`src/i2c_ctrl_pkg.sv`:
```
/*
  Package for the two-wire bus controller: register offsets, field positions,
  reset values, engine states and bit timing. Assumes a 40 MHz system clock.
*/
`default_nettype none

package i2c_ctrl_pkg;

  // ----------------------------------------------------------------------
  // register map (word index on the register port)
  // ----------------------------------------------------------------------
  localparam int          REG_AW       = 2;
  localparam logic [1:0]  OFS_CONTROL  = 2'h0;
  localparam logic [1:0]  OFS_STATUS   = 2'h1;
  localparam logic [1:0]  OFS_DATA     = 2'h2;
  localparam logic [1:0]  OFS_SLV_ADDR = 2'h3;

  // ----------------------------------------------------------------------
  // field positions
  // ----------------------------------------------------------------------
  localparam int CTL_EN   = 7;
  localparam int CTL_IE   = 6;
  localparam int CTL_MST  = 5;
  localparam int CTL_TX   = 4;
  localparam int CTL_ACK_SUPPRESS = 3;
  localparam int CTL_REPEAT_START_REQUEST = 2;
  localparam int ST_TCF   = 7;
  localparam int ST_ADDRESSED_AS_SLAVE  = 6;
  localparam int ST_BUSY  = 5;
  localparam int ST_ARBITRATION_LOST  = 4;
  localparam int ST_SRW   = 2;
  localparam int ST_IF    = 1;
  localparam int ST_RECEIVED_ACK  = 0;
  localparam int SA_GCEN  = 0;

  // ----------------------------------------------------------------------
  // reset values, ack and last bit indices, general-call address
  // ----------------------------------------------------------------------
  localparam logic [7:0] RST_CONTROL  = 8'h00;
  localparam logic       RST_TCF      = 1'b1;
  localparam logic [7:0] RST_SLV_ADDR = 8'h00;
  localparam logic [3:0] BIT_ACK      = 4'h8;
  localparam logic [3:0] BIT_LAST     = 4'h7;
  localparam logic [7:0] GEN_CALL     = 8'h00;

  // ----------------------------------------------------------------------
  // timing: half a bus clock period
  // ----------------------------------------------------------------------
  localparam int         CLK_PERIOD_PS = 25000;
  localparam int         SCL_HALF_NS   = 5000;
  localparam int         SCL_HALF_CYC  = (SCL_HALF_NS * 1000) / CLK_PERIOD_PS;
  localparam logic [7:0] HALF_RELOAD   = 8'(SCL_HALF_CYC - 1);

  typedef enum logic [3:0] {
    ST_IDLE   = 4'h0,
    ST_MSTART = 4'h1,
    ST_MLOW   = 4'h2,
    ST_MHIGH  = 4'h3,
    ST_MHOLD  = 4'h4,
    ST_MSTOP1 = 4'h5,
    ST_MSTOP2 = 4'h6,
    ST_MRS1   = 4'h7,
    ST_MRS2   = 4'h8,
    ST_SSHIFT = 4'h9,
    ST_SHOLD  = 4'hA
  } eng_state_t;

endpackage : i2c_ctrl_pkg

`default_nettype wire

```
`src/i2c_pin_sync.sv`:
```
/*
  Two-stage synchroniser for the bus lines. Assumes the inputs are
  asynchronous pins; only the second stage leaves this module.
*/
`timescale 1ns/1ps
`default_nettype none

module i2c_pin_sync (
  input  wire logic       clk_sys, // system clock
  input  wire logic       sys_rst, // synchronous reset, high
  input  wire logic [1:0] pin_in,  // raw line levels
  output logic      [1:0] pin_out  // synchronised levels
);

  logic [1:0] meta_q;
  logic [1:0] sync_q;

  always_ff @(posedge clk_sys) begin
    if (sys_rst) begin
      meta_q <= 2'h3;
      sync_q <= 2'h3;
    end else begin
      meta_q <= pin_in;
      sync_q <= meta_q;
    end
  end

  assign pin_out = sync_q;

endmodule : i2c_pin_sync

`default_nettype wire

```
`src/i2c_line_monitor.sv`:
```
/*
  Watches the synchronised bus lines: clock edges, START, STOP and bus busy.
  Assumes its inputs are already on the system clock.
*/
`timescale 1ns/1ps
`default_nettype none

module i2c_line_monitor (
  input  wire logic clk_sys,   // system clock
  input  wire logic sys_rst,   // synchronous reset, high
  input  wire logic scl_s,     // synchronised clock line
  input  wire logic sda_s,     // synchronised data line
  output logic      scl_rise,  // clock line rose
  output logic      scl_fall,  // clock line fell
  output logic      start_det, // start or repeated start seen
  output logic      stop_det,  // stop seen
  output logic      bus_busy   // bus between start and stop
);

  logic scl_p_q;
  logic sda_p_q;
  logic busy_q;

  assign scl_rise  = scl_s & ~scl_p_q;
  assign scl_fall  = ~scl_s & scl_p_q;
  assign start_det = scl_s & scl_p_q & sda_p_q & ~sda_s;
  assign stop_det  = scl_s & scl_p_q & ~sda_p_q & sda_s;
  assign bus_busy  = busy_q;

  always_ff @(posedge clk_sys) begin
    if (sys_rst) begin
      scl_p_q <= 1'b1;
      sda_p_q <= 1'b1;
      busy_q  <= 1'b0;
    end else begin
      scl_p_q <= scl_s;
      sda_p_q <= sda_s;
      if (start_det)
        busy_q <= 1'b1;
      else if (stop_det)
        busy_q <= 1'b0;
    end
  end

endmodule : i2c_line_monitor

`default_nettype wire

```
`src/i2c_master_slave_controller.sv`:
```
/*
  Two-wire bus controller, master or addressed slave, byte oriented, with a
  control, status and data register on a plain register port.
  Assumes open-drain pads outside: an enable high pulls the line low.
*/
// Our own choices: the plain strobed port and the register offsets.
`timescale 1ns/1ps
`default_nettype none

module i2c_master_slave_controller (
  input  wire logic                           clk_sys,  // system clock
  input  wire logic                           sys_rst,  // synchronous reset, high
  input  wire logic [i2c_ctrl_pkg::REG_AW-1:0] reg_addr, // register index
  input  wire logic [7:0]                     reg_wdata, // write data
  input  wire logic                           reg_wr,   // write strobe
  input  wire logic                           reg_rd,   // read strobe
  output logic      [7:0]                     reg_rdata, // read data, next cycle
  input  wire logic                           scl_in,   // clock line level
  output logic                                scl_out,  // clock line drive value
  output logic                                scl_oe,   // pull clock line low
  input  wire logic                           sda_in,   // data line level
  output logic                                sda_out,  // data line drive value
  output logic                                sda_oe,   // pull data line low
  output logic                                irq       // interrupt request
);
  import i2c_ctrl_pkg::*;

  // ----------------------------------------------------------------------
  // state
  // ----------------------------------------------------------------------
  typedef struct packed {
    eng_state_t st;
    logic [7:0] tmr;
    logic [3:0] bitn;
    logic [7:0] sh;
    logic       addr_ph;
    logic       mst_prev;
    logic       en;
    logic       ie;
    logic       master_select;
    logic       tx;
    logic       ack_suppress;
    logic [7:0] sadr;
    logic       transfer_complete_flag;
    logic       addressed_as_slave;
    logic       arbitration_lost;
    logic       slave_read_write;
    logic       interrupt_pending_flag;
    logic       received_ack;
    logic [7:0] rxd;
    logic [7:0] rdata;
    logic       scl_lo;
    logic       sda_lo;
  } ctl_state_t;

  ctl_state_t s_q;
  ctl_state_t s_d;

  logic [1:0] sync_s;
  logic       scl_s;
  logic       sda_s;
  logic       scl_rise;
  logic       scl_fall;
  logic       start_det;
  logic       stop_det;
  logic       bus_busy;

  i2c_pin_sync u_sync (
    .clk_sys (clk_sys),
    .sys_rst (sys_rst),
    .pin_in  ({scl_in, sda_in}),
    .pin_out (sync_s)
  );

  assign scl_s = sync_s[1];
  assign sda_s = sync_s[0];

  i2c_line_monitor u_mon (
    .clk_sys   (clk_sys),
    .sys_rst   (sys_rst),
    .scl_s     (scl_s),
    .sda_s     (sda_s),
    .scl_rise  (scl_rise),
    .scl_fall  (scl_fall),
    .start_det (start_det),
    .stop_det  (stop_det),
    .bus_busy  (bus_busy)
  );

  // pull data low for a zero bit we send, or for an ack we give
  function automatic logic drive_bit(input logic [3:0] bitn, input logic sh7,
                                     input logic txing, input logic ack_suppress);
    if (bitn < BIT_ACK)
      drive_bit = txing & ~sh7;
    else
      drive_bit = ~txing & ~ack_suppress;
  endfunction : drive_bit

  // ----------------------------------------------------------------------
  // next state
  // ----------------------------------------------------------------------
  logic wr_ctl;
  logic wr_data;
  logic rd_data;
  logic repeat_start_request_w;
  logic lose;
  logic m_txing;
  logic s_txing;
  logic t_done;

  always_comb begin
    s_d     = s_q;
    s_d.rdata = 8'h00;
    lose    = 1'b0;
    wr_ctl  = reg_wr && (reg_addr == OFS_CONTROL);
    wr_data = reg_wr && (reg_addr == OFS_DATA);
    rd_data = reg_rd && (reg_addr == OFS_DATA);
    repeat_start_request_w  = wr_ctl && reg_wdata[CTL_REPEAT_START_REQUEST];
    m_txing = s_q.addr_ph || s_q.tx;
    s_txing = ~s_q.addr_ph && s_q.tx;
    t_done  = (s_q.tmr == 8'h00);
    if (!t_done)
      s_d.tmr = s_q.tmr - 8'h01;

    if (reg_rd) begin
      case (reg_addr)
        OFS_CONTROL:  s_d.rdata = {s_q.en, s_q.ie, s_q.master_select, s_q.tx, s_q.ack_suppress, 3'h0};
        OFS_STATUS:   s_d.rdata = {s_q.transfer_complete_flag, s_q.addressed_as_slave, bus_busy, s_q.arbitration_lost, 1'b0,
                                   s_q.slave_read_write, s_q.interrupt_pending_flag, s_q.received_ack};
        OFS_DATA:     s_d.rdata = s_q.rxd;
        default:      s_d.rdata = s_q.sadr;
      endcase
    end
    if (wr_ctl) begin
      s_d.en   = reg_wdata[CTL_EN];
      s_d.ie   = reg_wdata[CTL_IE];
      s_d.master_select  = reg_wdata[CTL_MST];
      s_d.tx   = reg_wdata[CTL_TX];
      s_d.ack_suppress = reg_wdata[CTL_ACK_SUPPRESS];
      s_d.addressed_as_slave = 1'b0;
    end
    if (reg_wr && (reg_addr == OFS_STATUS)) begin
      if (reg_wdata[ST_ARBITRATION_LOST])
        s_d.arbitration_lost = 1'b0;
      if (reg_wdata[ST_IF])
        s_d.interrupt_pending_flag = 1'b0;
    end
    if (reg_wr && (reg_addr == OFS_SLV_ADDR))
      s_d.sadr = reg_wdata;
    if ((rd_data && !s_q.tx) || (wr_data && s_q.tx))
      s_d.transfer_complete_flag = 1'b0;

    // hardware sets below override the software clears above
    case (s_q.st)
      ST_IDLE: begin
        s_d.scl_lo = 1'b0;
        s_d.sda_lo = 1'b0;
        if (!s_q.mst_prev && s_q.master_select) begin
          s_d.mst_prev = 1'b1;
          if (bus_busy) begin
            lose = 1'b1;
          end else begin
            s_d.st      = ST_MSTART;
            s_d.sda_lo  = 1'b1;
            s_d.tmr     = HALF_RELOAD;
            s_d.addr_ph = 1'b1;
          end
        end else if (start_det) begin
          s_d.st      = ST_SSHIFT;
          s_d.bitn    = 4'h0;
          s_d.addr_ph = 1'b1;
        end
      end
      ST_MSTART: begin
        if (t_done) begin
          s_d.st     = ST_MHOLD;
          s_d.scl_lo = 1'b1;
          s_d.bitn   = 4'h0;
        end
      end
      ST_MLOW: begin
        s_d.sda_lo = drive_bit(s_q.bitn, s_q.sh[7], m_txing, s_q.ack_suppress);
        if (t_done) begin
          s_d.st     = ST_MHIGH;
          s_d.scl_lo = 1'b0;
          s_d.tmr    = HALF_RELOAD;
        end
      end
      ST_MHIGH: begin
        if (!scl_s) begin
          s_d.tmr = HALF_RELOAD; // a slave is stretching the clock
        end else if (m_txing && !s_q.sda_lo && !sda_s && (s_q.bitn < BIT_ACK)) begin
          lose = 1'b1;
        end else if (t_done) begin
          s_d.scl_lo = 1'b1;
          s_d.tmr    = HALF_RELOAD;
          if (s_q.bitn < BIT_ACK) begin
            s_d.sh   = {s_q.sh[6:0], sda_s};
            s_d.bitn = s_q.bitn + 4'h1;
            s_d.st   = ST_MLOW;
          end else begin
            if (m_txing)
              s_d.received_ack = sda_s;
            else
              s_d.rxd = s_q.sh;
            s_d.transfer_complete_flag     = 1'b1;
            s_d.interrupt_pending_flag   = 1'b1;
            s_d.addr_ph = 1'b0;
            s_d.bitn    = 4'h0;
            s_d.sda_lo  = 1'b0;
            s_d.st      = ST_MHOLD;
          end
        end
      end
      ST_MHOLD: begin
        s_d.scl_lo = 1'b1;
        s_d.sda_lo = 1'b0;
        s_d.tmr    = HALF_RELOAD;
        if (s_q.mst_prev && !s_q.master_select) begin
          s_d.mst_prev = 1'b0;
          s_d.sda_lo   = 1'b1;
          s_d.st       = ST_MSTOP1;
        end else if (repeat_start_request_w) begin
          s_d.st = ST_MRS1;
        end else if (wr_data && m_txing) begin
          s_d.sh = reg_wdata;
          s_d.st = ST_MLOW;
        end else if (rd_data && !m_txing) begin
          s_d.st = ST_MLOW;
        end
      end
      ST_MSTOP1: begin
        if (t_done) begin
          s_d.scl_lo = 1'b0;
          s_d.tmr    = HALF_RELOAD;
          s_d.st     = ST_MSTOP2;
        end
      end
      ST_MSTOP2: begin
        if (t_done) begin
          s_d.sda_lo = 1'b0;
          s_d.st     = ST_IDLE;
        end
      end
      ST_MRS1: begin
        if (t_done) begin
          s_d.scl_lo = 1'b0;
          s_d.tmr    = HALF_RELOAD;
          s_d.st     = ST_MRS2;
        end
      end
      ST_MRS2: begin
        if (t_done) begin
          s_d.sda_lo  = 1'b1;
          s_d.tmr     = HALF_RELOAD;
          s_d.addr_ph = 1'b1;
          s_d.st      = ST_MSTART;
        end
      end
      ST_SSHIFT: begin
        if (stop_det) begin
          s_d.sda_lo = 1'b0;
          s_d.st     = ST_IDLE;
        end else if (start_det) begin
          s_d.sda_lo  = 1'b0;
          s_d.bitn    = 4'h0;
          s_d.addr_ph = 1'b1;
        end else if (scl_rise) begin
          if (s_q.bitn < BIT_ACK)
            s_d.sh = {s_q.sh[6:0], sda_s};
          else if (s_txing)
            s_d.received_ack = sda_s;
        end else if (scl_fall) begin
          if (s_q.bitn == BIT_LAST) begin
            s_d.bitn = BIT_ACK;
            if (!s_q.addr_ph) begin
              s_d.sda_lo = drive_bit(BIT_ACK, 1'b0, s_txing, s_q.ack_suppress);
            end else if ((s_q.sh[7:1] == s_q.sadr[7:1]) ||
                         ((s_q.sh == GEN_CALL) && s_q.sadr[SA_GCEN])) begin
              s_d.addressed_as_slave   = 1'b1;
              s_d.slave_read_write    = s_q.sh[0];
              s_d.interrupt_pending_flag  = 1'b1;
              s_d.sda_lo = 1'b1;
            end else begin
              s_d.sda_lo = 1'b0;
              s_d.st     = ST_IDLE;
            end
          end else if (s_q.bitn == BIT_ACK) begin
            s_d.bitn    = 4'h0;
            s_d.sda_lo  = 1'b0;
            s_d.addr_ph = 1'b0;
            if (s_txing && s_q.received_ack) begin
              s_d.st = ST_IDLE; // master ended the read with no ack
            end else begin
              if (!s_txing && !s_q.addr_ph)
                s_d.rxd = s_q.sh;
              s_d.transfer_complete_flag    = 1'b1;
              s_d.interrupt_pending_flag  = 1'b1;
              s_d.scl_lo = 1'b1;
              s_d.st     = ST_SHOLD;
            end
          end else begin
            s_d.bitn   = s_q.bitn + 4'h1;
            s_d.sda_lo = drive_bit(s_q.bitn + 4'h1, s_q.sh[7], s_txing, s_q.ack_suppress);
          end
        end
      end
      ST_SHOLD: begin
        if (stop_det) begin
          s_d.scl_lo = 1'b0;
          s_d.st     = ST_IDLE;
        end else if (wr_data && s_q.tx) begin
          s_d.sh     = reg_wdata;
          s_d.sda_lo = ~reg_wdata[7];
          s_d.scl_lo = 1'b0;
          s_d.st     = ST_SSHIFT;
        end else if (rd_data && !s_q.tx) begin
          s_d.scl_lo = 1'b0;
          s_d.st     = ST_SSHIFT;
        end
      end
      default: begin
        s_d.st = ST_IDLE;
      end
    endcase

    // only a current master may repeat a start, and only between bytes
    if (repeat_start_request_w && s_q.master_select && (s_q.st != ST_MHOLD))
      lose = 1'b1;
    if (lose) begin
      s_d.arbitration_lost     = 1'b1;
      s_d.interrupt_pending_flag    = 1'b1;
      s_d.master_select      = 1'b0;
      s_d.mst_prev = 1'b0;
      s_d.scl_lo   = 1'b0;
      s_d.sda_lo   = 1'b0;
      s_d.st       = ST_IDLE;
    end
    if (!s_q.en) begin
      s_d.st       = ST_IDLE;
      s_d.scl_lo   = 1'b0;
      s_d.sda_lo   = 1'b0;
      s_d.mst_prev = 1'b0;
    end
  end

  // ----------------------------------------------------------------------
  // registers and outputs
  // ----------------------------------------------------------------------
  always_ff @(posedge clk_sys) begin
    if (sys_rst) begin
      s_q      <= '0;
      s_q.st   <= ST_IDLE;
      s_q.en   <= RST_CONTROL[CTL_EN];
      s_q.ie   <= RST_CONTROL[CTL_IE];
      s_q.master_select  <= RST_CONTROL[CTL_MST];
      s_q.tx   <= RST_CONTROL[CTL_TX];
      s_q.ack_suppress <= RST_CONTROL[CTL_ACK_SUPPRESS];
      s_q.transfer_complete_flag  <= RST_TCF;
      s_q.sadr <= RST_SLV_ADDR;
    end else begin
      s_q <= s_d;
    end
  end

  assign reg_rdata = s_q.rdata;
  assign scl_out   = 1'b0;
  assign sda_out   = 1'b0;
  assign scl_oe    = s_q.scl_lo;
  assign sda_oe    = s_q.sda_lo;
  assign irq       = s_q.interrupt_pending_flag & s_q.ie;

endmodule : i2c_master_slave_controller

`default_nettype wire

```
`config.mk`:
```
export PLATFORM = sky130hd
export DESIGN_NAME = i2c_master_slave_controller
export DESIGN_NICKNAME = d
export VERILOG_FILES = /design/src/i2c_ctrl_pkg.sv /design/src/i2c_pin_sync.sv /design/src/i2c_line_monitor.sv /design/src/i2c_master_slave_controller.sv
export SDC_FILE = /design/constraint.sdc
export NUM_CORES = 1
export LEC_CHECK = 0
export ABC_AREA = 1
export BUFFER_PORTS_ARGS = -buffer_cell sky130_fd_sc_hd__buf_4
export CAP_MARGIN = 15
export CORE_UTILIZATION = 46
export DETAILED_ROUTE_END_ITERATION = 7
export GPL_TIMING_DRIVEN = 0
export PLACE_DENSITY_LB_ADDON = 0.15
export REMOVE_ABC_BUFFERS = 1
export SYNTH_ARGS = -nofsm -noshare
export SYNTH_HDL_FRONTEND = slang
export SYNTH_SLANG_ARGS = --single-unit
```
`constraint.sdc`:
```
create_clock -name clk_sys -period 3.93 [get_ports clk_sys]
set_input_delay 0.1965 -clock clk_sys [delete_from_list [all_inputs] [get_ports clk_sys]]
set_output_delay 0.1965 -clock clk_sys [all_outputs]
set_load 0.03 [all_outputs]
```
==> impl_metrics.json <==
{
  "internal-power_mw": 1.22,
  "crit_path_top_delay_cell": "dfxtp_1",
  "synth_cells": 680,
  "final_nets": 716,
  "routed_wirelength_mm": 13.0,
  "via_count": 4486,
  "clk-insertion-delay-late_ns": 0.35,
  "drc_errors": 0,
  "fin_tns_setup_ns": 0,
  "max-vdd-ir-drop_mv": 0.480,
  "slew_headroom": 0.396,
  "clock_sinks": 70,
  "endpoint_kind": "flop",
  "io_pins": 29,
  "path_clk_slew_ns": 0.08,
  "grt_pass1_vias": 3991,
  "drt_iter0_drc": 356,
  "crit_arrival_ns": 2.75,
  "fillers": 971,
  "grt-ovfl-total": 0,
  "synth_flop_cell": "dfxtp_1",
  "htree_levels": 3,
  "outcome": "completed",
  "maxSlewViolCount": 0,
  "rrSetupSlack_ns": 1.43,
  "async_reset_ff_frac": 0,
  "antenna_found_initial": 0,
  "power_frac_seq": 0.427,
  "rsz0062_at_grt": "false",
  "numCtsBuffers": 9,
  "viasPerCell": 5.41,
  "finalPower_mw": 1.89,
  "p_per_area_nw_per_um2": 393,
  "die-area_um2": 9950,
  "grtUsageTotal": 0.273,
  "p_clk_frac": 0.314,
  "root_buffer": "clkbuf_8",
  "path_buf_inv": 1,
  "ant_nets": 0,
  "switchingPower_uw": 667,
  "hold_violations": 0,
  "holdCritPathClass": "in2reg",
  "ys_warn_count": 0,
  "maxCapViolCount": 0,
  "cp_slowest_stage_delay_ns": 0.92,
  "wl_per_cell_um": 15.7,
  "fp.coreArea_um2": 9240,
  "grt_pass1_wl_mm": 20.9,
  "syn_to_final_growth_pct": 9.39,
  "diodes": 0,
  "finalSetupViolCount": 0,
  "crit_type": "reg2reg",
  "path_cells": "inv_1 -> nand3_1 -> nand2_1 -> nand2_1 -> o211ai_1 -> nor2_1 -> nand3_1 -> o21ai_0 -> a21oi_1",
  "die_y_um": 99.8,
  "drive_gt1_frac": 0.133,
  "cellLeakagePower_nw": 2.18,
  "fin_crit_sh": 0.637,
  "startpoint_type": "flop",
  "setup_slack_ns": 1.43,
  "dp_slack_ns": 1.51,
  "finalClockSkew_ns": 0.0123,
  "ys_seq_area_frac": 0.319,
  "grt_max_degree": 29,
  "hold-worst-slack_ns": 0.0293,
  "worstMarginPinSlew_ns": 0.905,
  "cts_resized": 0,
  "portBuffers": 26,
  "cts_tree": "yes",
  "crit_fanout": 25,
  "crit_family": "flip-flops",
  "cts_buffer_depth": 2,
  "hold_buffers": 0,
  "rows": 35,
  "drtPass1Iterations": 6,
  "ys_types": 48,
  "place_hpwl_mm": 9.94,
  "ys_ff_latch": 70,
  "initial_core_util": 0.476,
  "switching_share": 0.353,
  "final.min_clock_period_ns": 2.50,
  "synth_edf_count": 0,
  "post-cts-setup-buffers": 0,
  "die_w_um": 99.8,
  "synth_area_um2": 4400,
  "place_congestion": 0.964,
  "postSynthAreaPerCell_um2": 6.47,
  "required_ns": 4.18,
  "combPwrFrac": 0.259,
  "clock.fmax_ghz": 0.399
}
worst reg2reg max path: cells and delay by family, from the launching register on:
kind | cells | cell delay, ns
compound gates | 3 | 0.34
buf+inv | 1 | 0.28
flops | 1 | 0.92
simple gates | 5 | 0.87
placed cells by master (no fill, tap or decap), types with 3 or more instances in the layout:
cell type	netlist	final
xor2_1	5	5
inv_1	75	75
clkbuf_8	0	9
nand2_2	5	5
o21ai_2	3	3
nor2_2	5	5
nand4_1	7	7
nand2_1	162	162
nand2_4	7	7
o21ai_0	45	45
or2_2	4	4
clkinv_2	0	3
nor2_1	91	91
nor2_4	9	9
ha_1	5	5
o21ai_1	7	7
a21oi_1	45	45
inv_6	1	3
dfxtp_1	70	70
o211ai_1	3	3
nor3_1	21	21
o2111ai_1	4	4
buf_4	12	26
nand3_1	44	44
inv_2	9	9
o2bb2ai_1	4	4
nand3b_1	3	3
logic make-up (layout without fill, tap and decap cells):
group | Yosys count | after routing | synth area share
buf+inv | 110 | 129 | 0.108
flops | 70 | 70 | 0.319
compound gates | 122 | 122 | 0.157
fa+ha+maj | 5 | 5 | 0.0142
xor+xnor | 7 | 7 | 0.0139
other cells | 1 | 2 | 0.000853
simple gates | 365 | 365 | 0.387
metrics by stage:
step                      std cells  area [um^2]   util
after floorplan                 658         4260      -
after global placement          813         4620  0.500
after detailed placement        813         4620  0.500
after CTS                       829         4810  0.521
after global routing            829         4810  0.521
final                           829         4810  0.521
final cells by class:
type	count	area, um^2	area share
multi-input cells	501	2520	0.525
flip-flops and latches	70	1400	0.291
inverters	87	334	0.0695
repair buffers	26	195	0.0406
well taps	129	161	0.0336
clock buffers	9	124	0.0258
clock inverters	7	70.1	0.0146
path summary, 6_finish.rpt:
| path | endpoint | cells past startpoint | from |
|---|---|---|---|
| setup reg to reg | scl_oe | 9 | s_q[50] |
| hold / removal | u_sync.meta_q[1] | 2 | scl_in |
| hold reg to reg | u_sync.pin_out[1] | 1 | u_sync.meta_q[1] |
| setup / recovery | scl_oe | 9 | s_q[50] |
sequential cells by signal, indices dropped and copies added (netlist names):
| register | flops |
|---|---|
| scl_oe | 1 |
| u_mon.sda_p_q | 1 |
| reg_rdata | 8 |
| u_mon.scl_p_q | 1 |
| u_sync.meta_q | 2 |
| u_sync.pin_out | 2 |
| sda_oe | 1 |
| u_mon.bus_busy | 1 |
| s_q | 53 |
power groups by stage:
stage,logic [mW],clock network (mW),registers [mW]
2_1_floorplan,0.360,0,0.814
6_report,0.489,0.594,0.807
4_1_cts,0.486,0.605,0.807
3_3_place_gp,0.476,0,0.823
3_5_place_dp,0.482,0,0.824
5_1_grt,0.546,0.634,0.815
cells in the mapped netlist, types with 3 or more instances:
| master | number | area [um^2] |
|---|---|---|
| buf_4 | 12 | 90.1 |
| nor2_1 | 91 | 342 |
| nor3_1 | 21 | 105 |
| dfxtp_1 | 70 | 1400 |
| nand2_4 | 7 | 78.8 |
| nand2_1 | 162 | 608 |
| nand4_1 | 7 | 43.8 |
| o21ai_1 | 7 | 35.0 |
| nand2_2 | 5 | 31.3 |
| a21oi_1 | 45 | 225 |
| ha_1 | 5 | 62.6 |
| clkbuf_1 | 8 | 30.0 |
| o2111ai_1 | 4 | 35.0 |
| nor2_4 | 9 | 101 |
| inv_1 | 75 | 282 |
| nand3_1 | 44 | 220 |
| inv_2 | 9 | 33.8 |
| nand3b_1 | 3 | 22.5 |
| o21ai_2 | 3 | 26.3 |
| o211ai_1 | 3 | 22.5 |
| o21ai_0 | 45 | 225 |
| nor2_2 | 5 | 31.3 |
| xor2_1 | 5 | 43.8 |
| o2bb2ai_1 | 4 | 35.0 |
| or2_2 | 4 | 25.0 |
routing by layer:
| layer | part of all wire | routed length [um] | GRT usage |
|---|---|---|---|
| met1 | 0.51 | 6570 | 0.412 |
| met2 | 0.41 | 5300 | 0.393 |
| met3 | 0.066 | 863 | 0.0379 |
| met4 | 0.019 | 246 | 0.0939 |
| met5 | 0 | 0 | 0 |
Power figures use the tool's default switching activity.
